### src/logic/perfmon_pkg.sv
// Constants, types and register map of the monitoring front end
`default_nettype none
package perfmon_pkg;
    localparam int NUM_CNT = 4;
    localparam int CNT_W = 32;
    localparam int NUM_CAT = 5;
    localparam int EVT_W = 8;
    localparam int ADDR_W = 8;

    // Byte offsets
    localparam logic [7:0] OFF_PERF_CAPABILITY_REG = 8'h00;
    localparam logic [7:0] OFF_EVCAP0 = 8'h10;
    localparam logic [7:0] OFF_CNTCAP0 = 8'h40;
    localparam logic [7:0] OFF_CFG0 = 8'h60;
    localparam logic [7:0] OFF_FLT0 = 8'h80;
    localparam logic [7:0] OFF_DATA0 = 8'hA0;

    // Capability field positions
    localparam int CAP_NCNT_LSB = 0;
    localparam int CAP_WIDTH_LSB = 8;
    localparam int CAP_PERCNT_BIT = 16;
    localparam int CAP_FLT_BIT = 17;
    localparam int CAP_CAT_LSB = 20;

    // Counter config field positions
    localparam int CFG_EN_BIT = 0;
    localparam int CFG_CAT_LSB = 8;
    localparam int CFG_EVT_LSB = 16;

    localparam logic [31:0] CFG_RESET = 32'h0000_0000;
    localparam logic [31:0] FLT_RESET = 32'h0000_0000;

    typedef enum logic [3:0] {
        CAT_WQ = 4'h0,
        CAT_ENGINE = 4'h1,
        CAT_XLATE = 4'h2,
        CAT_OPS = 4'h3,
        CAT_COMPL = 4'h4
    } event_cat_t;

    typedef struct packed {
        logic en;
        logic [3:0] cat;
        logic [EVT_W-1:0] evt;
    } cnt_cfg_t;

    typedef struct packed {
        logic [ADDR_W-1:0] addr;
        logic [31:0] wdata;
        logic wr;
        logic rd;
    } reg_req_t;
endpackage
`default_nettype wire

### src/logic/event_adder.sv
// Population count of the qualified events of one counter
`timescale 1ns/10ps
`default_nettype none
module event_adder (
    input wire logic [perfmon_pkg::EVT_W-1:0] hits,
    output logic [3:0] sum
);
    always_comb begin
        sum = 4'h0;
        for (int i = 0; i < perfmon_pkg::EVT_W; i++) begin
            sum = sum + {3'h0, hits[i]};
        end
    end
endmodule
`default_nettype wire

### src/logic/perfmon_event_discovery.sv
// Capability, configuration and counting core of the monitoring block
`timescale 1ns/10ps
`default_nettype none
module perfmon_event_discovery #(
    parameter bit PRESENT = 1'b1,
    parameter bit FILTER_SUP = 1'b1,
    parameter logic [39:0] EVCAP = 40'h00_0F_07_3F_FF,
    parameter logic [31:0] CNTCAP_MASK = 32'h0000_001F
) (
    input wire logic clk_sys,
    input wire logic sys_rst,
    input wire logic [perfmon_pkg::ADDR_W-1:0] reg_addr,
    input wire logic [31:0] reg_wdata,
    input wire logic reg_wr,
    input wire logic reg_rd,
    output logic [31:0] reg_rdata,
    input wire logic [perfmon_pkg::NUM_CAT*perfmon_pkg::EVT_W-1:0] events
);
    localparam int N = perfmon_pkg::NUM_CNT;
    localparam int EW = perfmon_pkg::EVT_W;
    localparam perfmon_pkg::cnt_cfg_t CFG_INIT = '{
        en: perfmon_pkg::CFG_RESET[perfmon_pkg::CFG_EN_BIT],
        cat: perfmon_pkg::CFG_RESET[perfmon_pkg::CFG_CAT_LSB +: 4],
        evt: perfmon_pkg::CFG_RESET[perfmon_pkg::CFG_EVT_LSB +: EW]
    };

    ////////////////////////////////////////////////////////////////////////
    perfmon_pkg::reg_req_t req;
    assign req = '{addr: reg_addr, wdata: reg_wdata, wr: reg_wr, rd: reg_rd};

    // Event supported mask for a category; reserved codes give none
    function automatic logic [EW-1:0] cat_mask(input logic [3:0] cat);
        logic [EW-1:0] m;
        m = '0;
        if (cat < 4'(perfmon_pkg::NUM_CAT)) begin
            m = EVCAP[cat*EW +: EW];
        end
        return m;
    endfunction

    // Index of a per-counter register, or N if not hit
    function automatic int unsigned reg_idx(input logic [7:0] a,
                                           input logic [7:0] base);
        int unsigned r;
        r = N;
        if (a >= base && a < base + 8'(4 * N) && a[1:0] == 2'b00) begin
            r = int'(a - base) >> 2;
        end
        return r;
    endfunction

    ////////////////////////////////////////////////////////////////////////
    perfmon_pkg::cnt_cfg_t cfg_q [N];
    perfmon_pkg::cnt_cfg_t cfg_d [N];
    logic [31:0] flt_q [N];
    logic [31:0] flt_d [N];
    logic [perfmon_pkg::CNT_W-1:0] cnt_q [N];
    logic [perfmon_pkg::CNT_W-1:0] cnt_d [N];
    logic [3:0] inc [N];
    logic [EW-1:0] hits [N];

    genvar g;
    generate
        for (g = 0; g < N; g++) begin : g_cnt
            always_comb begin
                hits[g] = '0;
                if (cfg_q[g].en
                    && cfg_q[g].cat < 4'(perfmon_pkg::NUM_CAT)) begin
                    hits[g] = cfg_q[g].evt & cat_mask(cfg_q[g].cat)
                        & events[cfg_q[g].cat*EW +: EW];
                end
            end
            event_adder u_add (
                .hits(hits[g]),
                .sum(inc[g])
            );
            always_comb begin
                cfg_d[g] = cfg_q[g];
                flt_d[g] = flt_q[g];
                cnt_d[g] = cnt_q[g] + perfmon_pkg::CNT_W'(inc[g]);
                if (PRESENT && req.wr) begin
                    if (reg_idx(req.addr, perfmon_pkg::OFF_CFG0) == g) begin
                        if (!cfg_q[g].en) begin
                            cfg_d[g].cat =
                                req.wdata[perfmon_pkg::CFG_CAT_LSB +: 4];
                            cfg_d[g].evt =
                                req.wdata[perfmon_pkg::CFG_EVT_LSB +: EW];
                        end
                        cfg_d[g].en = req.wdata[perfmon_pkg::CFG_EN_BIT];
                    end
                    if (reg_idx(req.addr, perfmon_pkg::OFF_FLT0) == g
                        && !cfg_q[g].en && FILTER_SUP) begin
                        flt_d[g] = req.wdata;
                    end
                    if (reg_idx(req.addr, perfmon_pkg::OFF_DATA0) == g
                        && !cfg_q[g].en) begin
                        cnt_d[g] = req.wdata[perfmon_pkg::CNT_W-1:0];
                    end
                end
            end
            always_ff @(posedge clk_sys or posedge sys_rst) begin
                if (sys_rst) begin
                    cfg_q[g] <= CFG_INIT;
                    flt_q[g] <= perfmon_pkg::FLT_RESET;
                    cnt_q[g] <= '0;
                end else begin
                    cfg_q[g] <= cfg_d[g];
                    flt_q[g] <= flt_d[g];
                    cnt_q[g] <= cnt_d[g];
                end
            end
        end
    endgenerate

    ////////////////////////////////////////////////////////////////////////
    logic [31:0] perf_capability_reg;
    logic [4:0] cat_sup;
    always_comb begin
        for (int c = 0; c < perfmon_pkg::NUM_CAT; c++) begin
            cat_sup[c] = |EVCAP[c*EW +: EW];
        end
        perf_capability_reg = '0;
        if (PRESENT) begin
            perf_capability_reg[perfmon_pkg::CAP_NCNT_LSB +: 8] = 8'(N);
            perf_capability_reg[perfmon_pkg::CAP_WIDTH_LSB +: 8] = 8'(perfmon_pkg::CNT_W);
            perf_capability_reg[perfmon_pkg::CAP_PERCNT_BIT] = 1'b1;
            perf_capability_reg[perfmon_pkg::CAP_FLT_BIT] = FILTER_SUP;
            perf_capability_reg[perfmon_pkg::CAP_CAT_LSB +: 5] = cat_sup;
        end
    end

    logic [31:0] rdata_d;
    logic [31:0] rdata_q;
    int unsigned ic;
    int unsigned ie;
    always_comb begin
        rdata_d = '0;
        ic = reg_idx(req.addr, perfmon_pkg::OFF_CFG0);
        ie = 32'(req.addr - perfmon_pkg::OFF_EVCAP0) >> 2;
        if (!req.rd) begin
            rdata_d = '0;
        end else if (req.addr == perfmon_pkg::OFF_PERF_CAPABILITY_REG) begin
            rdata_d = perf_capability_reg;
        end else if (!PRESENT) begin
            rdata_d = '0;
        end else if (req.addr >= perfmon_pkg::OFF_EVCAP0
                     && req.addr < perfmon_pkg::OFF_EVCAP0
                        + 8'(4 * perfmon_pkg::NUM_CAT)
                     && req.addr[1:0] == 2'b00) begin
            rdata_d = {24'h0, cat_mask(4'(ie))};
        end else if (ic < N) begin
            rdata_d = {8'h0, cfg_q[ic].evt, 4'h0, cfg_q[ic].cat,
                       7'h0, cfg_q[ic].en};
        end else if (reg_idx(req.addr, perfmon_pkg::OFF_CNTCAP0) < N) begin
            rdata_d = CNTCAP_MASK;
        end else if (reg_idx(req.addr, perfmon_pkg::OFF_FLT0) < N) begin
            rdata_d = flt_q[reg_idx(req.addr, perfmon_pkg::OFF_FLT0)];
        end else if (reg_idx(req.addr, perfmon_pkg::OFF_DATA0) < N) begin
            rdata_d = cnt_q[reg_idx(req.addr, perfmon_pkg::OFF_DATA0)];
        end
    end

    always_ff @(posedge clk_sys or posedge sys_rst) begin
        if (sys_rst) begin
            rdata_q <= '0;
        end else begin
            rdata_q <= rdata_d;
        end
    end
    assign reg_rdata = rdata_q;

    ////////////////////////////////////////////////////////////////////////
    property p_absent_zero;
        @(posedge clk_sys) disable iff (sys_rst)
        !PRESENT && reg_rd |=> reg_rdata == 32'h0;
    endproperty
    a_absent_zero: assert property (p_absent_zero)
        else $error("absent read not zero");

    property p_absent_off;
        @(posedge clk_sys) disable iff (sys_rst)
        !PRESENT |-> !cfg_q[0].en && cnt_q[0] == 32'h0;
    endproperty
    a_absent_off: assert property (p_absent_off)
        else $error("absent block holds state");

    property p_cap_count;
        @(posedge clk_sys) disable iff (sys_rst)
        PRESENT && reg_rd && reg_addr == perfmon_pkg::OFF_PERF_CAPABILITY_REG
        |=> reg_rdata[7:0] == 8'(N);
    endproperty
    a_cap_count: assert property (p_cap_count)
        else $error("bad counter count");

    property p_rd_idle;
        @(posedge clk_sys) disable iff (sys_rst)
        !reg_rd |=> reg_rdata == 32'h0;
    endproperty
    a_rd_idle: assert property (p_rd_idle)
        else $error("read data not cleared");

    property p_cfg_write;
        @(posedge clk_sys) disable iff (sys_rst)
        PRESENT && !cfg_q[0].en && reg_wr && reg_addr == perfmon_pkg::OFF_CFG0
        |=> cfg_q[0].cat == $past(reg_wdata[perfmon_pkg::CFG_CAT_LSB +: 4])
            && cfg_q[0].evt
                == $past(reg_wdata[perfmon_pkg::CFG_EVT_LSB +: EW]);
    endproperty
    a_cfg_write: assert property (p_cfg_write)
        else $error("config write lost");

    property p_en_write;
        @(posedge clk_sys) disable iff (sys_rst)
        PRESENT && reg_wr && reg_addr == perfmon_pkg::OFF_CFG0
        |=> cfg_q[0].en == $past(reg_wdata[perfmon_pkg::CFG_EN_BIT]);
    endproperty
    a_en_write: assert property (p_en_write)
        else $error("enable bit not writable");

    property p_cfg_lock;
        @(posedge clk_sys) disable iff (sys_rst)
        cfg_q[0].en |=> cfg_q[0].cat == $past(cfg_q[0].cat)
            && cfg_q[0].evt == $past(cfg_q[0].evt);
    endproperty
    a_cfg_lock: assert property (p_cfg_lock)
        else $error("config changed while on");

    property p_data_lock;
        @(posedge clk_sys) disable iff (sys_rst)
        cfg_q[0].en && reg_wr && reg_addr == perfmon_pkg::OFF_DATA0
        |=> cnt_q[0] == $past(cnt_q[0]) + 32'($past(inc[0]));
    endproperty
    a_data_lock: assert property (p_data_lock)
        else $error("counter written while on");

    property p_flt_lock;
        @(posedge clk_sys) disable iff (sys_rst)
        cfg_q[0].en |=> flt_q[0] == $past(flt_q[0]);
    endproperty
    a_flt_lock: assert property (p_flt_lock)
        else $error("filter changed while on");

    property p_rsvd_idle;
        @(posedge clk_sys) disable iff (sys_rst)
        cfg_q[1].cat >= 4'h5 && !reg_wr |=> cnt_q[1] == $past(cnt_q[1]);
    endproperty
    a_rsvd_idle: assert property (p_rsvd_idle)
        else $error("reserved category counted");

    property p_rsvd_hits;
        @(posedge clk_sys) disable iff (sys_rst)
        cfg_q[1].cat >= 4'h5 |-> inc[1] == 4'h0;
    endproperty
    a_rsvd_hits: assert property (p_rsvd_hits)
        else $error("reserved category has hits");

    property p_sum;
        @(posedge clk_sys) disable iff (sys_rst)
        !reg_wr |=> cnt_q[0] == $past(cnt_q[0]) + 32'($past(inc[0]));
    endproperty
    a_sum: assert property (p_sum)
        else $error("counter sum wrong");

    property p_ignore;
        @(posedge clk_sys) disable iff (sys_rst)
        cfg_q[0].en && cfg_q[0].cat < 4'h5
        |-> inc[0] <= 4'($countones(EVCAP[cfg_q[0].cat*EW +: EW]));
    endproperty
    a_ignore: assert property (p_ignore)
        else $error("unsupported bit counted");

    property p_idle_off;
        @(posedge clk_sys) disable iff (sys_rst)
        !cfg_q[0].en |-> inc[0] == 4'h0;
    endproperty
    a_idle_off: assert property (p_idle_off)
        else $error("disabled counter moved");

    property p_evcap;
        @(posedge clk_sys) disable iff (sys_rst)
        PRESENT && reg_rd && reg_addr == perfmon_pkg::OFF_EVCAP0
        |=> reg_rdata == {24'h0, EVCAP[EW-1:0]};
    endproperty
    a_evcap: assert property (p_evcap)
        else $error("event capability wrong");

    property p_evcap_last;
        @(posedge clk_sys) disable iff (sys_rst)
        PRESENT && reg_rd && reg_addr == perfmon_pkg::OFF_EVCAP0
            + 8'(4 * (perfmon_pkg::NUM_CAT - 1))
        |=> reg_rdata == {24'h0, EVCAP[(perfmon_pkg::NUM_CAT - 1)*EW +: EW]};
    endproperty
    a_evcap_last: assert property (p_evcap_last)
        else $error("last category capability wrong");

    property p_cntcap;
        @(posedge clk_sys) disable iff (sys_rst)
        PRESENT && reg_rd && reg_addr == perfmon_pkg::OFF_CNTCAP0
        |=> reg_rdata == CNTCAP_MASK;
    endproperty
    a_cntcap: assert property (p_cntcap)
        else $error("per-counter capability wrong");

    c_multi: cover property (@(posedge clk_sys) inc[0] > 4'h1);
    c_locked_wr: cover property (@(posedge clk_sys)
        cfg_q[0].en && reg_wr && reg_addr == perfmon_pkg::OFF_CFG0);
    c_rsvd: cover property (@(posedge clk_sys) cfg_q[1].cat >= 4'h5);
    c_empty_cat: cover property (@(posedge clk_sys)
        cfg_q[2].en && cfg_q[2].cat == perfmon_pkg::CAT_COMPL);
    c_flt_locked: cover property (@(posedge clk_sys)
        cfg_q[0].en && reg_wr && reg_addr == perfmon_pkg::OFF_FLT0);
endmodule
`default_nettype wire

### config.mk
export PLATFORM = sky130hd
export DESIGN_NAME = perfmon_event_discovery
export DESIGN_NICKNAME = d
export VERILOG_FILES = /design/src/logic/perfmon_pkg.sv /design/src/logic/event_adder.sv /design/src/logic/perfmon_event_discovery.sv
export SDC_FILE = /design/constraint.sdc
export NUM_CORES = 1
export LEC_CHECK = 0
export ABC_AREA = 1
export ABC_CLOCK_PERIOD_IN_PS = 15200
export BUFFER_PORTS_ARGS = -buffer_cell sky130_fd_sc_hd__buf_4
export CORE_MARGIN = 10
export CORE_UTILIZATION = 35
export DETAILED_ROUTE_END_ITERATION = 7
export PLACE_DENSITY = 0.52
export SETUP_SLACK_MARGIN = 0.02
export SLEW_MARGIN = 10
export SYNTH_ARGS = -nofsm -noshare
export SYNTH_HDL_FRONTEND = slang
export SYNTH_HIERARCHICAL = 1
export SYNTH_SLANG_ARGS = --single-unit
### constraint.sdc
create_clock -name clk_sys -period 15.2 [get_ports clk_sys]
set_input_delay 3.04 -clock clk_sys [delete_from_list [all_inputs] [get_ports clk_sys]]
set_output_delay 3.04 -clock clk_sys [all_outputs]
set_load 0.02 [all_outputs]
==> impl_metrics.tcl <==
set metrics [dict create \
    final_common_cell "nand2_1" \
    fp-row-count 88 \
    maxSlewViolCount 0 \
    layout_setup_ws_ns 7.24 \
    wl_per_cell_um 22.3 \
    tightest_slew_ns 1.21 \
    cts_root_buffer "clkbuf_16" \
    synthFlopType "dfrtp_1" \
    yosysWarnings 6 \
    postCtsSetupRepairBufs 0 \
    drt-met1-wl_um 34800 \
    holdBufCountCts 0 \
    critPathKind "input pin to flip-flop" \
    dp_hpwl_um 59100 \
    status "completed" \
    final_cell_mix "nand2_1, dfrtp_1, inv_1" \
    htree_levels 2 \
    antenna_found_initial 1 \
    gr-usage-all-layers_pct 22.6 \
    first_iter_violations 1997 \
    power.leakage_nw 11.0 \
    cp_slowest_cell "fa_1" \
    p_per_area_nw_per_um2 89.4 \
    cts_resized 0 \
    syn_to_final_growth_pct 12.9 \
    tns_ns 0 \
    hold_viol_final 0 \
    clock_sinks 340 \
    met2_length_um 35600 \
    vias 19600 \
    period_minus_slack_ns 7.96 \
    syn_area_um2 20500 \
    final.setup_skew_ns 0.0236 \
    start_kind "input pin" \
    max_freq_mhz 126 \
    avgSynthCellArea_um2 7.45 \
    start_util_pct 35.5 \
    grt_overflow 0 \
    seq_area_frac_synth_pct 41.4 \
    post_dp_cell_area_um2 21800 \
    netlist_instances 2757 \
    dp_slack_ns 6.79 \
    maxUsedRoutingLayer "met5" \
    totalWireLength_um 80200 \
    slowest_delay_ns 0.56 \
    path_buf_inv 5 \
    vias_per_cell 5.45 \
    clk_latency_ns 0.60 \
    rsz0062_at_grt "false" \
    detail-route-antenna-nets 0 \
    synth-edff-count 0 \
    instances_no_fill 3592 \
    grt_pass1_wl_um 121000 \
    peakVddDrop_v 0.0000794 \
    grt_start_max_net_pins 151 \
    routabilityCongestion 0.998 \
    placeableCoreArea_um2 57900 \
    grt_pass1_vias 18900 \
    drive_above_1_share_pct 8.60 \
    synth_nets 2904 \
    maxCapViolCount 0 \
    die-area_um2 68800 \
    worstPathMaxFanout 5 \
    placed_cells 3518 \
    cp_top_family "adder cells" \
    setup_viol 0 \
    async_flop_share_pct 100 \
    ctsLongestPathBuffers 3 \
    die_x_um 262 \
    io_buffers 97 \
    fin_area_um2 23200 \
    worst-endpoint-required_ns 15.68 \
    end_kind "flip-flop" \
    first_pass_iters 6 \
    ys_ff_latch 340 \
    relSlewSlack_pct 19.4 \
    clk_pin_slew_worst_paths_ns 0.06 \
    yosys.cell_types.count 51 \
    drc 0 \
    dr_wl_met3_um 5970 \
    finalNetCount 2944 \
    finalCritPeriodShare_pct 52.3 \
    numCtsBuffers 42 \
    hold_class "flip-flop to flip-flop" \
    cp.arrival_ns 8.43 \
    path_cells "buf_4, o21ai_0, a2111oi_0, inv_1, fa_1, fa_1, fa_1, inv_1, ha_1, inv_1, fa_1, nand2_1, nand2_1, ha_1, nand2_1, o21ai_0, a21oi_1, nor2_1, nand2_1, nor2_1, nand4_1, a22oi_1, inv_1" \
    timing.hold.ws_ns 0.478 \
    ioPinCount 116 \
    cts_tree "done" \
    die_y_um 262 \
]
[area by class of cell]
cell class | instances | area (um2)
fill | 6114 | 34700
multi-input combinational | 1953 | 10200
sequential | 340 | 8510
inverter | 348 | 1320
clock buffer | 65 | 1220
tap | 765 | 957
timing repair buffer | 112 | 853
clock inverter | 8 | 135
antenna | 1 | 2.50
[where the power goes]
group	switching [mW]	internal, mW	leakage [nW]
sequential	0.00888	0.916	4.55
clock	0.423	0.588	0.660
combinational	0.103	0.0336	5.80
total	0.535	1.54	11.0
[path summary, 6_finish.rpt]
| path | from | end | slack [ns] | cells after the start |
|---|---|---|---|---|
| worst max-delay path | events[3] | cnt_q[17] | 7.24 | 23 |
| worst min-delay path | flt_q[13] | flt_q[13] | 0.48 | 2 |
| worst max register to register | cfg_q[10] | cnt_q[17] | 8.78 | 23 |
| worst min register to register | flt_q[13] | flt_q[13] | 0.48 | 2 |
| max in group asynchronous | sys_rst | flt_q[13] | 10.44 | 4 |
| min in group asynchronous | sys_rst | flt_q[84] | 2.56 | 2 |
[state kept, by name (all words and copies together), names as in the netlist]
name and count:
flt_q 128, cfg_q 52, reg_rdata 32, cnt_q 128
[cell usage after synthesis (all sizes together), types with 67 or more instances]
cell type  number  area [um2]
a21oi         138         698
clkbuf         67         251
dfrtp         340        8510
inv           345        1300
nand2         647        2450
nand3         100         513
nand4          85         538
nor2          269        1050
o21ai         344        1820
o22ai          71         444
xor2           75         657
[tightest hold or removal path, cell delays in order, from the launching register on]
cell and delay (ns):
dfrtp_1 0.33, nand2_1 0.05, o21ai_0 0.06
[metal layers]
| metal | vias to the layer above | global-route usage (%) |
|---|---|---|
| met5 | - | 0 |
| met4 | 2 | 10.3 |
| met3 | 165 | 4.37 |
| met2 | 834 | 34.8 |
| met1 | 9421 | 30.1 |
| li1 | 9164 | - |
[logic make-up after synthesis]
family / count (synthesis) / share of synthesized area (%)
compound gates: 609 / 16.5
xor+xnor: 89 / 3.79
fa+ha+maj: 63 / 4.57
buf+inv: 464 / 8.95
flops: 340 / 41.4
simple gates: 1192 / 24.7
[metrics by stage]
| stage | util (%) | power [mW] |
|---|---|---|
| 2_1_floorplan | - | 1.01 |
| 3_3_place_gp | 37.7 | 1.08 |
| 3_5_place_dp | 37.7 | 1.08 |
| 4_1_cts | 40.0 | 2.09 |
| 5_1_grt | 40.0 | 2.14 |
| 6_report | 40.0 | 2.07 |
Power figures use the tool's default switching activity.
